## config.mk

```make
export PLATFORM = sky130hd
export DESIGN_NAME = mms_core
export DESIGN_NICKNAME = d
export VERILOG_FILES = /design/src/core/mms_pkg.sv /design/src/core/mms_core.sv
export VERILOG_INCLUDE_DIRS = /design/src /design/src/core
export SDC_FILE = /design/constraint.sdc
export NUM_CORES = 1
export LEC_CHECK = 0
export BUFFER_PORTS_ARGS = -buffer_cell sky130_fd_sc_hd__buf_4
export CORE_UTILIZATION = 55
export CTS_CLUSTER_DIAMETER = 50
export DETAILED_ROUTE_END_ITERATION = 12
export HOLD_SLACK_MARGIN = 0.03
export PLACE_DENSITY = 0.8
export SLEW_MARGIN = 5
export SYNTH_ARGS = -nofsm -noshare
export SYNTH_HDL_FRONTEND = slang
export SYNTH_SLANG_ARGS = --single-unit
```

## constraint.sdc

```tcl
create_clock -name sys_clk -period 4.5 [get_ports sys_clk]
set_clock_uncertainty 0.1 [all_clocks]
set_input_delay 0.45 -clock sys_clk [delete_from_list [all_inputs] [get_ports sys_clk]]
set_output_delay 0.45 -clock sys_clk [all_outputs]
set_load 0.005 [all_outputs]
```

## src/core/mms_cfg.svh

```systemverilog
// Constants of the measurement mode sequencer: register codes, reset values
// and timing figures. Included by the package and the core.
`ifndef MMS_CFG_SVH
`define MMS_CFG_SVH

// ********************************************************************
// Mode codes of the mode control register
// ********************************************************************
`define MMS_MODE_W 3
`define MMS_MODE_POWERDOWN 3'h0
`define MMS_MODE_CONTINUOUS 3'h2
`define MMS_MODE_RESET 3'h0

// ********************************************************************
// Field positions
// ********************************************************************
`define MMS_SOFTRST_BIT 0
`define MMS_STAT_BUSY_BIT 7
`define MMS_STAT_SEL_BIT 0

// ********************************************************************
// Timing
// ********************************************************************
`define MMS_CLK_MHZ 250
`define MMS_SETUP_US 1000
`define MMS_MEAS_MS 300
`define MMS_IDLE_MS 1700
`define MMS_SOFTRST_CYC 16

`endif

```

## src/core/mms_pkg.sv

```systemverilog
// Types shared by the measurement mode sequencer.
// Assumes mms_cfg.svh is on the include path.
`include "mms_cfg.svh"

package mms_pkg;
    typedef enum logic [2:0]
    {
        MMS_OFF,
        MMS_SETUP,
        MMS_MEASURE,
        MMS_IDLE
    } mms_state_e;
    typedef logic [`MMS_MODE_W-1:0] mms_mode_t;
endpackage

```

## src/core/mms_core.sv

```systemverilog
// Control core of a gas-concentration sensor: interface select, resets and
// the continuous measurement loop with busy flag and result publication.
// Assumes a host interface block that decodes register writes into strobes.
//
// Behaviour
// - Select-pin low chooses two-wire bus, high chooses serial interface.
// - Select pin is pulled up; floating pin selects the serial interface.
// - Power-on reset fully resets all logic.
// - Host writing one to soft reset bit resets the device.
// - Soft reset bit clears itself when the reset completes.
// - Host writes mode register; device enters power-down or continuous mode.
// - Power-down stops master clock and all analog circuitry.
// - Continuous entry powers analog, waits setup, then busy bit and pin high.
// - First measurement ends after 0.3 s; busy bit and pin go low.
// - After each measurement analog stops and block idles at low power.
// - After 1.7 s idle analog restarts and a new busy measurement begins.
// - Measurement end publishes the new concentration result.
// - Measure-idle loop repeats until a non-continuous mode is written to the mode register.
`timescale 1ns/1ps
`include "mms_cfg.svh"

module mms_core
    import mms_pkg::*;
#(
    parameter int SETUP_CYC = `MMS_SETUP_US * `MMS_CLK_MHZ,
    parameter int MEAS_CYC = `MMS_MEAS_MS * 1000 * `MMS_CLK_MHZ,
    parameter int IDLE_CYC = `MMS_IDLE_MS * 1000 * `MMS_CLK_MHZ,
    parameter int RESULT_W = 15
)
(
    input wire logic sys_clk,
    input wire logic nrst,
    input wire logic selPinIn,
    input wire logic selPinDriven,
    input wire logic modeWrite,
    input wire logic [`MMS_MODE_W-1:0] modeWdata,
    input wire logic softRstWrite,
    input wire logic softRstWdata,
    input wire logic [RESULT_W-1:0] adcResult,
    output logic useTwoWire,
    output logic softRstBit,
    output mms_mode_t modeReg,
    output logic [7:0] statusReg,
    output logic busyPin,
    output logic masterClkEn,
    output logic analogPowerEn,
    output logic hostIfEn,
    output logic [7:0] concLowByte,
    output logic [7:0] concHighByte,
    output logic resultReady
);

    // ********************************************************************
    // Reset sources
    // ********************************************************************
    logic [4:0] softCnt_reg;
    logic softRst_reg;
    logic coreRst;

    // Soft reset clears the sequencer but leaves the soft reset bit itself
    // alive long enough to report completion.
    assign coreRst = !nrst || softRst_reg;

    always_ff @(posedge sys_clk)
    begin
        if (!nrst)
        begin
            softRst_reg <= 1'b0;
            softCnt_reg <= 5'h0;
        end
        else if (softRstWrite && softRstWdata && !softRst_reg)
        begin
            softRst_reg <= 1'b1;
            softCnt_reg <= 5'(`MMS_SOFTRST_CYC);
        end
        else if (softRst_reg)
        begin
            if (softCnt_reg == 5'h1)
                softRst_reg <= 1'b0;
            softCnt_reg <= softCnt_reg - 5'h1;
        end
    end
    assign softRstBit = softRst_reg;

    // ********************************************************************
    // Interface select strap
    // ********************************************************************
    logic selLevel;
    assign selLevel = selPinDriven ? selPinIn : 1'b1;

    always_ff @(posedge sys_clk)
    begin
        if (!nrst)
            useTwoWire <= 1'b0;
        else
            useTwoWire <= !selLevel;
    end

    // ********************************************************************
    // Mode register
    // ********************************************************************
    always_ff @(posedge sys_clk)
    begin
        if (coreRst)
            modeReg <= `MMS_MODE_RESET;
        else if (modeWrite)
            modeReg <= modeWdata;
    end

    // ********************************************************************
    // Measurement sequencer
    // ********************************************************************
    mms_state_e state_reg;
    mms_state_e state_next;
    logic [31:0] cnt_reg;
    logic [31:0] cnt_next;
    logic contMode;
    logic cntDone;

    function automatic logic [31:0] load(input int cyc);
        load = (cyc < 1) ? 32'h0 : 32'(cyc - 1);
    endfunction

    assign contMode = (modeReg == `MMS_MODE_CONTINUOUS);
    assign cntDone = (cnt_reg == 32'h0);

    always_comb
    begin
        state_next = state_reg;
        cnt_next = cntDone ? 32'h0 : cnt_reg - 32'h1;
        case (state_reg)
            MMS_OFF:
                if (contMode)
                begin
                    state_next = MMS_SETUP;
                    cnt_next = load(SETUP_CYC);
                end
            MMS_SETUP:
                if (cntDone)
                begin
                    state_next = MMS_MEASURE;
                    cnt_next = load(MEAS_CYC);
                end
            MMS_MEASURE:
                if (cntDone)
                begin
                    state_next = MMS_IDLE;
                    cnt_next = load(IDLE_CYC);
                end
            MMS_IDLE:
                if (cntDone)
                begin
                    state_next = MMS_MEASURE;
                    cnt_next = load(MEAS_CYC);
                end
            default:
                state_next = MMS_OFF;
        endcase
        // A mode change abandons any measurement in flight.
        if (!contMode)
        begin
            state_next = MMS_OFF;
            cnt_next = 32'h0;
        end
    end

    always_ff @(posedge sys_clk)
    begin
        if (coreRst)
            state_reg <= MMS_OFF;
        else
            state_reg <= state_next;
    end

    always_ff @(posedge sys_clk)
    begin
        if (coreRst)
            cnt_reg <= 32'h0;
        else
            cnt_reg <= cnt_next;
    end

    // ********************************************************************
    // Outputs
    // ********************************************************************
    logic measEnd;
    assign measEnd = (state_reg == MMS_MEASURE) && cntDone && contMode;

    always_ff @(posedge sys_clk)
    begin
        if (coreRst)
        begin
            busyPin <= 1'b0;
            masterClkEn <= 1'b0;
            analogPowerEn <= 1'b0;
        end
        else
        begin
            busyPin <= (state_next == MMS_MEASURE);
            masterClkEn <= (state_next != MMS_OFF);
            analogPowerEn <= (state_next == MMS_SETUP)
                || (state_next == MMS_MEASURE);
        end
    end

    always_ff @(posedge sys_clk)
    begin
        if (coreRst)
        begin
            concLowByte <= 8'h00;
            concHighByte <= 8'h00;
            resultReady <= 1'b0;
        end
        else
        begin
            resultReady <= measEnd;
            if (measEnd)
            begin
                concLowByte <= adcResult[7:0];
                concHighByte <= {1'b0, adcResult[RESULT_W-1:8]};
            end
        end
    end

    // The host interface keeps running from its own clock even while the
    // master clock is stopped, so the mode can always be rewritten.
    assign hostIfEn = 1'b1;

    always_comb
    begin
        statusReg = 8'h00;
        statusReg[`MMS_STAT_BUSY_BIT] = busyPin;
        // Taken from the registered strap so the byte comes from flip-flops.
        statusReg[`MMS_STAT_SEL_BIT] = !useTwoWire;
    end

    // ********************************************************************
    // Checks
    // ********************************************************************
    property p_busy_rise;
        @(posedge sys_clk) disable iff (coreRst)
        (state_reg == MMS_SETUP && cntDone && contMode) |=> busyPin;
    endproperty
    a_busy_rise: assert property (p_busy_rise)
        else $error("busy did not rise after setup");

    property p_busy_fall;
        @(posedge sys_clk) disable iff (coreRst)
        measEnd |=> !busyPin && resultReady;
    endproperty
    a_busy_fall: assert property (p_busy_fall)
        else $error("busy did not fall at measurement end");

    property p_idle_analog;
        @(posedge sys_clk) disable iff (coreRst)
        (state_reg == MMS_IDLE) |-> !analogPowerEn && !busyPin;
    endproperty
    a_idle_analog: assert property (p_idle_analog)
        else $error("analog powered while idle");

    property p_restart;
        @(posedge sys_clk) disable iff (coreRst)
        (state_reg == MMS_IDLE && cntDone && contMode) |=> busyPin
            && analogPowerEn;
    endproperty
    a_restart: assert property (p_restart)
        else $error("measurement did not restart after idle");

    property p_result;
        @(posedge sys_clk) disable iff (coreRst)
        measEnd |=> {concHighByte[6:0], concLowByte} == $past(adcResult);
    endproperty
    a_result: assert property (p_result)
        else $error("result not published");

    property p_powerdown;
        @(posedge sys_clk) disable iff (coreRst)
        (modeReg == `MMS_MODE_POWERDOWN) |=> !masterClkEn && !analogPowerEn;
    endproperty
    a_powerdown: assert property (p_powerdown)
        else $error("clock running in power-down");

    property p_mode_write;
        @(posedge sys_clk) disable iff (coreRst)
        modeWrite |=> modeReg == $past(modeWdata);
    endproperty
    a_mode_write: assert property (p_mode_write)
        else $error("mode write lost");

    property p_soft_clear;
        @(posedge sys_clk) disable iff (!nrst)
        $rose(softRst_reg) |-> ##15 softRst_reg ##1 !softRst_reg;
    endproperty
    a_soft_clear: assert property (p_soft_clear)
        else $error("soft reset bit did not self-clear");

    property p_select;
        @(posedge sys_clk) disable iff (!nrst)
        (!selPinDriven) |=> !useTwoWire;
    endproperty
    a_select: assert property (p_select)
        else $error("floating select pin did not pick serial");

endmodule

```

==> results.py, run 1 <==
metrics = {
    "clock_network": {
        "cts-buffers-inserted": 9,
        "cts_tree": "yes",
        "cts_setup_buffers": 0,
        "htree_levels": 3,
        "cts_buffer_depth": 2,
        "clk_pin_slew_ns": 0.06,
        "ctsRootBufferMaster": "clkbuf_8",
        "insertion_delay_ns": 0.34,
        "cts_sinks": 64,
        "cts_hold_buffers": 0,
        "ctsResizeCount": 0,
    },
    "worst_setup_path": {
        "crit_family": "simple AND/OR/NAND/NOR gates",
        "worstSetupPathType": "flip-flop to flip-flop",
        "crit_chain": "or4_1, or2_2, or3_1, o21ai_0, a21oi_1",
        "reg2reg_depth": 5,
        "crit_buf_inv": 0,
        "worst_setup_path_start_kind": "flip-flop",
        "crit_path_top_delay_cell": "or3_1",
        "cp_max_fo": 21,
        "end_kind": "flip-flop",
        "cp_data_arrival_time_ns": 3.20,
        "worstReg2RegStart": "cnt_reg[16]$_SDFF_PP0_",
        "reg2reg_to": "cnt_reg[13]$_SDFF_PP0_",
        "r2r_setup_slack_ns": 1.39,
        "slowest_delay_ns": 0.71,
        "required_ns": 4.59,
    },
    "yosys": {
        "synthMuxAreaShare_pct": 7.18,
        "synth_top_area_share_pct": 43.8,
        "yosys.area_share.simple_pct": 23.3,
        "synth-compound-area-share_pct": 10.0,
        "syn_inst": 316,
        "synth-seq-cells": 64,
        "synth.area.top_cells": "dfxtp_1 (44%), mux2i_1 (7.2%), xnor2_1 (6.3%)",
        "yosys.area.top_type": "dfxtp_1",
        "synth_xor_xnor_area_share_pct": 8.38,
        "ys_seq_area_share_pct": 43.8,
        "ys_types": 48,
        "synthesis.area_um2": 2930,
        "yosysWarnings": 0,
        "syn_area_per_cell_um2": 9.27,
        "postSynth.asyncResetShare_pct": 0,
        "synth-edff-count": 0,
        "synth_top_flop_cell": "dfxtp_1",
        "synth_top_family_by_area": "simple AND/OR/NAND/NOR gates",
        "synth_fa_ha_area_share_pct": 1.71,
    },
    "power_and_ir_drop": {
        "power.density_nw_per_um2": 378,
        "vdd_ir_drop_max_v": 0.000229,
        "power.leakage_nw": 1.49,
    },
    "floorplanning": {
        "core_area_um2": 5110,
        "io_pins": 59,
        "die-area_um2": 5620,
        "row_count": 26,
        "initial_core_util_pct": 57.3,
        "die_w_um": 75.0,
        "dieHeight_um": 75.0,
    },
    "final_layout": {
        "nets": 397,
        "antenna_cells": 0,
        "largest_reg_flops": 32,
        "drive_gt1_share_pct": 20.8,
        "area_delta_synth_final_pct": 18.6,
        "stdcell_count": 440,
    },
    "grt": {
        "grt_max_degree": 22,
        "antenna_found_initial": 0,
        "grt_pass1_wl_um": 10300,
        "grt-ovfl-total": 0,
        "grt_pass1_vias": 2326,
        "grtUsageTotal_pct": 24.9,
    },
    "worst_hold_path": {
        "hold_start": "selPinIn",
        "min_path_cells": 2,
        "hold-path-endpoint": "useTwoWire$_SDFF_PN0_",
        "min_path_type": "input pin to flip-flop",
    },
    "routing": {
        "drcViolationCount": 0,
        "viasPerCell": 5.42,
        "vias": 2384,
        "wl_per_cell_um": 13.9,
        "drtAntennaViolNets": 0,
        "drtIter0Drc": 129,
        "routed_wl_um": 6100,
        "first_pass_iters": 4,
    },
    "sta": {
        "setup_ws_ns": 1.39,
        "period_share_pct": 69.2,
        "max_clock_freq_mhz": 321,
        "relSlewSlack_pct": 50.1,
        "rsz0062_at_grt": "false",
        "worst_pin_slew_ns": 0.748,
        "finalSetupViolCount": 0,
        "hold_violations": 0,
        "tns_ns": 0,
        "slew_viol_final": 0,
        "layout_min_cycle_time_ns": 3.11,
    },
    "placement": {
        "gp_congestion": 0.842,
        "hpwl_um": 4520,
        "pre_cts_ws_ns": 1.44,
        "place_inst": 427,
        "numPortBuffers": 50,
    },
    "job": {
        "maxCapViolCount": 0,
    },
    "outcome": {
        "outcome": "finished, final reports clean",
    },
}
==> logic make-up (layout without fill, tap and decap cells) <==
family / Yosys count / in the layout
and+or+nand+nor: 120 / 120
DFF: 64 / 64
AOI/OAI and AO/OA: 49 / 49
xor gates and xnor gates: 28 / 28
buffers and inverters: 28 / 75
muxes: 21 / 21
adders and majority gates: 4 / 4
other: 2 / 9
==> layout make-up <==
| type | instances | area [um^2] |
|---|---|---|
| timing repair buffer | 52 | 390 |
| clock inverter | 1 | 5.00 |
| multi-input combinational | 231 | 1520 |
| inverter | 10 | 37.5 |
| clock buffer | 12 | 155 |
| fill | 427 | 1630 |
| sequential | 64 | 1280 |
| tap | 70 | 87.6 |
==> routing by layer <==
metal	vias to the layer above	GRT usage, %	share of wire (%)
met5	-	0	0
met2	84	40.1	47
met3	12	10.2	8.0
li1	1184	-	-
met1	1104	29.5	44
met4	0	9.85	1.5
==> worst max path at each step <==
| stage | startpoint | to | cells after the start |
|---|---|---|---|
| floorplan | cnt_reg[16]$_SDFF_PP0_ | concHighByte[6]$_SDFFE_PP0P_ | 6 |
| global placement | cnt_reg[16]$_SDFF_PP0_ | cnt_reg[11]$_SDFF_PP0_ | 5 |
| detailed placement | cnt_reg[16]$_SDFF_PP0_ | cnt_reg[13]$_SDFF_PP0_ | 5 |
| CTS | cnt_reg[16]$_SDFF_PP0_ | cnt_reg[13]$_SDFF_PP0_ | 5 |
| global route | cnt_reg[16]$_SDFF_PP0_ | cnt_reg[13]$_SDFF_PP0_ | 5 |
| finish | cnt_reg[16]$_SDFF_PP0_ | cnt_reg[13]$_SDFF_PP0_ | 5 |
==> stage by stage <==
step / hold slack [ns] / power (mW) / util, % / area, um^2
after detailed placement: 0.380 / 0.902 / 64.9 / 3310
after CTS: 0.154 / 1.32 / 68.0 / 3470
after global placement: 0.356 / 0.896 / 64.9 / 3310
final: 0.165 / 1.31 / 68.0 / 3470
after global routing: 0.153 / 1.39 / 68.0 / 3470
after floorplan: 0.341 / 0.845 / - / 2950
==> cells in the final DEF, fill, tap and decap left out, types with 2 or more instances in the layout <==
cell type / Yosys / routed
nand2_1: 10 / 10
xnor2_1: 21 / 21
inv_1: 10 / 10
or3_1: 7 / 7
nand4b_1: 2 / 2
nor2b_1: 6 / 6
xor2_1: 7 / 7
ha_1: 4 / 4
nor4_2: 2 / 2
or2_2: 4 / 4
nor3_1: 13 / 13
o21a_1: 2 / 2
nand4_1: 2 / 2
o21ai_0: 6 / 6
dfxtp_1: 64 / 64
nand2b_1: 7 / 7
nor3b_1: 6 / 6
clkbuf_8: 0 / 11
o22ai_1: 3 / 3
conb_1: 2 / 9
mux2i_1: 21 / 21
a22oi_1: 2 / 2
nor2_1: 40 / 40
or4_1: 3 / 3
nor4_1: 9 / 9
nand3_1: 2 / 2
a21oi_1: 26 / 26
buf_4: 9 / 52
==> power by group <==
part | total (mW) | switching (mW) | internal (mW)
combinational | 0.297 | 0.165 | 0.131
sequential | 0.595 | 0.0150 | 0.580
clock | 0.420 | 0.200 | 0.220
total | 1.31 | 0.381 | 0.931
==> cell usage after synthesis (all sizes together) (2+ instances only) <==
cell type	number
nor3b	6
xnor2	21
clkbuf	4
ha	4
o21ai	7
nand4	2
nand2b	7
a21oi	26
dfxtp	64
conb	2
nor3	14
nor4	12
o21a	2
or4	4
xor2	7
nand4b	3
nand2	10
mux2i	21
buf	14
nor2b	6
nor2	41
a22oi	2
or2	4
o22ai	3
nand3	2
inv	10
or3	7
No activity file was read; power rests on OpenSTA's default activity.
==> run 2: changes to the inputs <==
ABC_AREA = 1   (was not set)
CORE_UTILIZATION = 51   (was 55)
PLACE_DENSITY = 0.77   (was 0.8)
clock period = 2.7 ns   (was 4.5 ns; I/O delays follow)
==> run 2 against run 1 <==
  * The flow now finishes with violations (design-rule violations)
  * Via count up 22%
  * Critical path type unchanged
  * Critical path depth up 4
  * Highest routed layer unchanged
  * Final area up 16%
  * Global-route usage down 3.4 points
  * Worst hold slack worse by 0.12 ns
  * Non-clock buffer count up 1
  * Fmax up 60%
  * Critical endpoint is now concHighByte[0]$_SDFFE_PP0P_
  * Wire length up 14%
  * Die area up 25%
  * Combinational power rose to 2.6 times the previous value
  * Worst setup slack worse by 0.63 ns
==> results.py, run 2 <==
metrics = {
    "power_and_ir_drop": {
        "power.leakage_nw": 2.13,
        "p_total_mw": 2.60,
        "vdd_ir_drop_max_v": 0.000428,
        "power.density_nw_per_um2": 646,
    },
    "routing": {
        "routed_wl_um": 6980,
        "first_pass_iters": 9,
        "vias": 2915,
        "viasPerCell": 4.92,
        "drtIter0Drc": 153,
        "wl_per_cell_um": 11.8,
        "drcViolationCount": 2,
        "drtAntennaViolNets": 0,
    },
    "worst_setup_path": {
        "crit_top_cell": "nor2_1",
        "crit_chain": "inv_1, ha_1, nand2_1, nor2_1, nand3_2, nor2_8, nand3_4, nor2_1, nor3b_2",
        "slowest_delay_ns": 0.32,
        "end_kind": "flip-flop",
        "required_ns": 2.82,
        "cp_max_fo": 30,
        "cp_data_arrival_time_ns": 2.07,
        "worst_setup_path_start_kind": "flip-flop",
        "crit_family": "simple AND/OR/NAND/NOR gates",
        "crit_buf_inv": 1,
        "worstSetupPathType": "flip-flop to flip-flop",
        "crit_path_top_delay_cell": "nand3_4",
    },
    "clock_network": {
        "htree_levels": 3,
        "cts-buffers-inserted": 9,
        "ctsResizeCount": 0,
        "cts_tree": "yes",
        "ctsRootBufferMaster": "clkbuf_8",
        "cts_sinks": 64,
        "clk_pin_slew_ns": 0.07,
        "insertion_delay_ns": 0.34,
        "cts_setup_buffers": 0,
        "cts_hold_buffers": 1,
        "cts_buffer_depth": 2,
    },
    "yosys": {
        "ys_seq_area_share_pct": 37.5,
        "ys_types": 35,
        "synth-edff-count": 0,
        "synth_top_flop_cell": "dfxtp_1",
        "netlist_top_cells_count": "nand2_1 (84), nor2_1 (71), dfxtp_1 (64), inv_1 (56), nor2_2 (24)",
        "synth.area.top_cells": "dfxtp_1 (38%), nand2_1 (9.2%), nor2_1 (7.8%)",
        "synth-seq-cells": 64,
        "synthesis.area_um2": 3410,
        "yosysMostFrequentCell": "nand2_1",
        "postSynth.asyncResetShare_pct": 0,
        "synth_top_area_share_pct": 37.5,
        "syn_inst": 453,
        "syn_area_per_cell_um2": 7.54,
        "yosys.area.top_type": "dfxtp_1",
        "yosysWarnings": 0,
    },
    "floorplanning": {
        "io_pins": 59,
        "dieHeight_um": 83.8,
        "initial_core_util_pct": 53.2,
        "die-area_um2": 7030,
        "row_count": 29,
        "core_area_um2": 6420,
        "die_w_um": 83.8,
    },
    "final_layout": {
        "layout_commonest_cell": "nand2_1",
        "largest_reg_flops": 32,
        "mostFrequentLayoutCells": "nand2_1 (84), nor2_1 (71), dfxtp_1 (64)",
        "stdcell_count": 592,
        "finalInstanceArea_um2": 4020,
        "area_delta_synth_final_pct": 17.8,
        "utilization_pct": 62.7,
        "drive_gt1_share_pct": 25.8,
        "antenna_cells": 0,
        "nets": 539,
    },
    "outcome": {
        "violations": "design-rule violations",
        "outcome": "complete, but fails checks",
    },
    "grt": {
        "antenna_found_initial": 0,
        "grtUsageTotal_pct": 21.4,
        "grt-ovfl-total": 0,
        "grt_pass1_wl_um": 11900,
        "grt_max_degree": 31,
        "grt_pass1_vias": 2652,
    },
    "sta": {
        "finalSetupViolCount": 0,
        "hold_violations": 0,
        "tns_ns": 0,
        "slew_viol_final": 0,
        "period_share_pct": 72.0,
        "rsz0062_at_grt": "false",
        "setup_ws_ns": 0.756,
        "worst_hold_slack_ns": 0.0475,
        "layout_min_cycle_time_ns": 1.94,
        "max_clock_freq_mhz": 514,
    },
    "placement": {
        "hpwl_um": 5370,
        "gp_congestion": 0.960,
        "numPortBuffers": 50,
        "place_inst": 575,
        "dpl-instance-area_um2": 3820,
        "pre_cts_ws_ns": 0.741,
    },
    "job": {
        "maxCapViolCount": 0,
    },
    "worst_hold_path": {
        "min_path_type": "input pin to flip-flop",
    },
}
==> run 2: changes by cell type in the layout (fill, tap and decap cells not counted), moves of 7 or more <==
| cell | delta |
|---|---|
| nand2_1 | +74 |
| inv_1 | +46 |
| nor2_1 | +31 |
| nor2_2 | +23 |
| mux2i_1 | -21 |
| nand3_1 | +16 |
| nor3b_2 | +15 |
| nor3_1 | -11 |
| nor4_1 | -9 |
| xnor2_1 | -9 |
| nand2b_1 | -7 |
| or3_1 | -7 |
==> run 2: worst paths after layout <==
path | slack, ns | to | cells after the start | from
hold / removal | 0.05 | useTwoWire$_SDFF_PN0_ | 3 | selPinDriven
setup / recovery | 0.76 | concHighByte[0]$_SDFFE_PP0P_ | 9 | cnt_reg[0]$_SDFF_PP0_
setup reg to reg | 0.76 | concHighByte[0]$_SDFFE_PP0P_ | 9 | cnt_reg[0]$_SDFF_PP0_
hold reg to reg | 0.38 | softCnt_reg[1]$_SDFFE_PP0P_ | 2 | softCnt_reg[1]$_SDFFE_PP0P_
==> run 2: cells by family (layout without fill, tap and decap cells) <==
| logic type | Yosys count | in the layout | share of synthesized area, % |
|---|---|---|---|
| other | 2 | 9 | 0.220 |
| adder cells (fa/ha/maj) | 4 | 4 | 1.47 |
| flip-flops | 64 | 64 | 37.5 |
| XOR/XNOR | 25 | 25 | 6.41 |
| AO/OA/AOI/OAI | 39 | 39 | 6.12 |
| buffers and inverters | 76 | 131 | 10.1 |
| AND/OR/NAND/NOR | 243 | 243 | 38.2 |
==> run 2: layer usage <==
metal / vias up / wire length (um) / GRT usage (%) / share of wire (%)
met2: 109 / 3220 / 34.3 / 46
met3: 13 / 497 / 7.22 / 7.1
li1: 1510 / - / - / -
met1: 1283 / 3130 / 26.6 / 45
met5: - / 0 / 0 / 0
met4: 0 / 135 / 8.31 / 1.9
==> run 2: layout make-up <==
cell class                      count  area [um^2]
Clock buffer                       11          141
Timing Repair Buffer               53          400
Inverter                           62          233
Fill cell                         549         2400
Sequential cell                    64         1280
Multi-Input combinational cell    320         1820
Clock inverter                      5         56.3
Tap cell                           77         96.3
==> run 2: power breakdown <==
group | internal (mW) | switching [mW] | leakage [nW]
Combinational | 0.299 | 0.486 | 1.51
Clock | 0.450 | 0.361 | 0.0993
Sequential | 0.974 | 0.0300 | 0.518
Total | 1.72 | 0.877 | 2.13
==> run 2: tightest hold or removal path, cell delays in order <==
cell     delay [ns]
buf_4          0.07
nand2_1        0.04
nor2_1         0.07
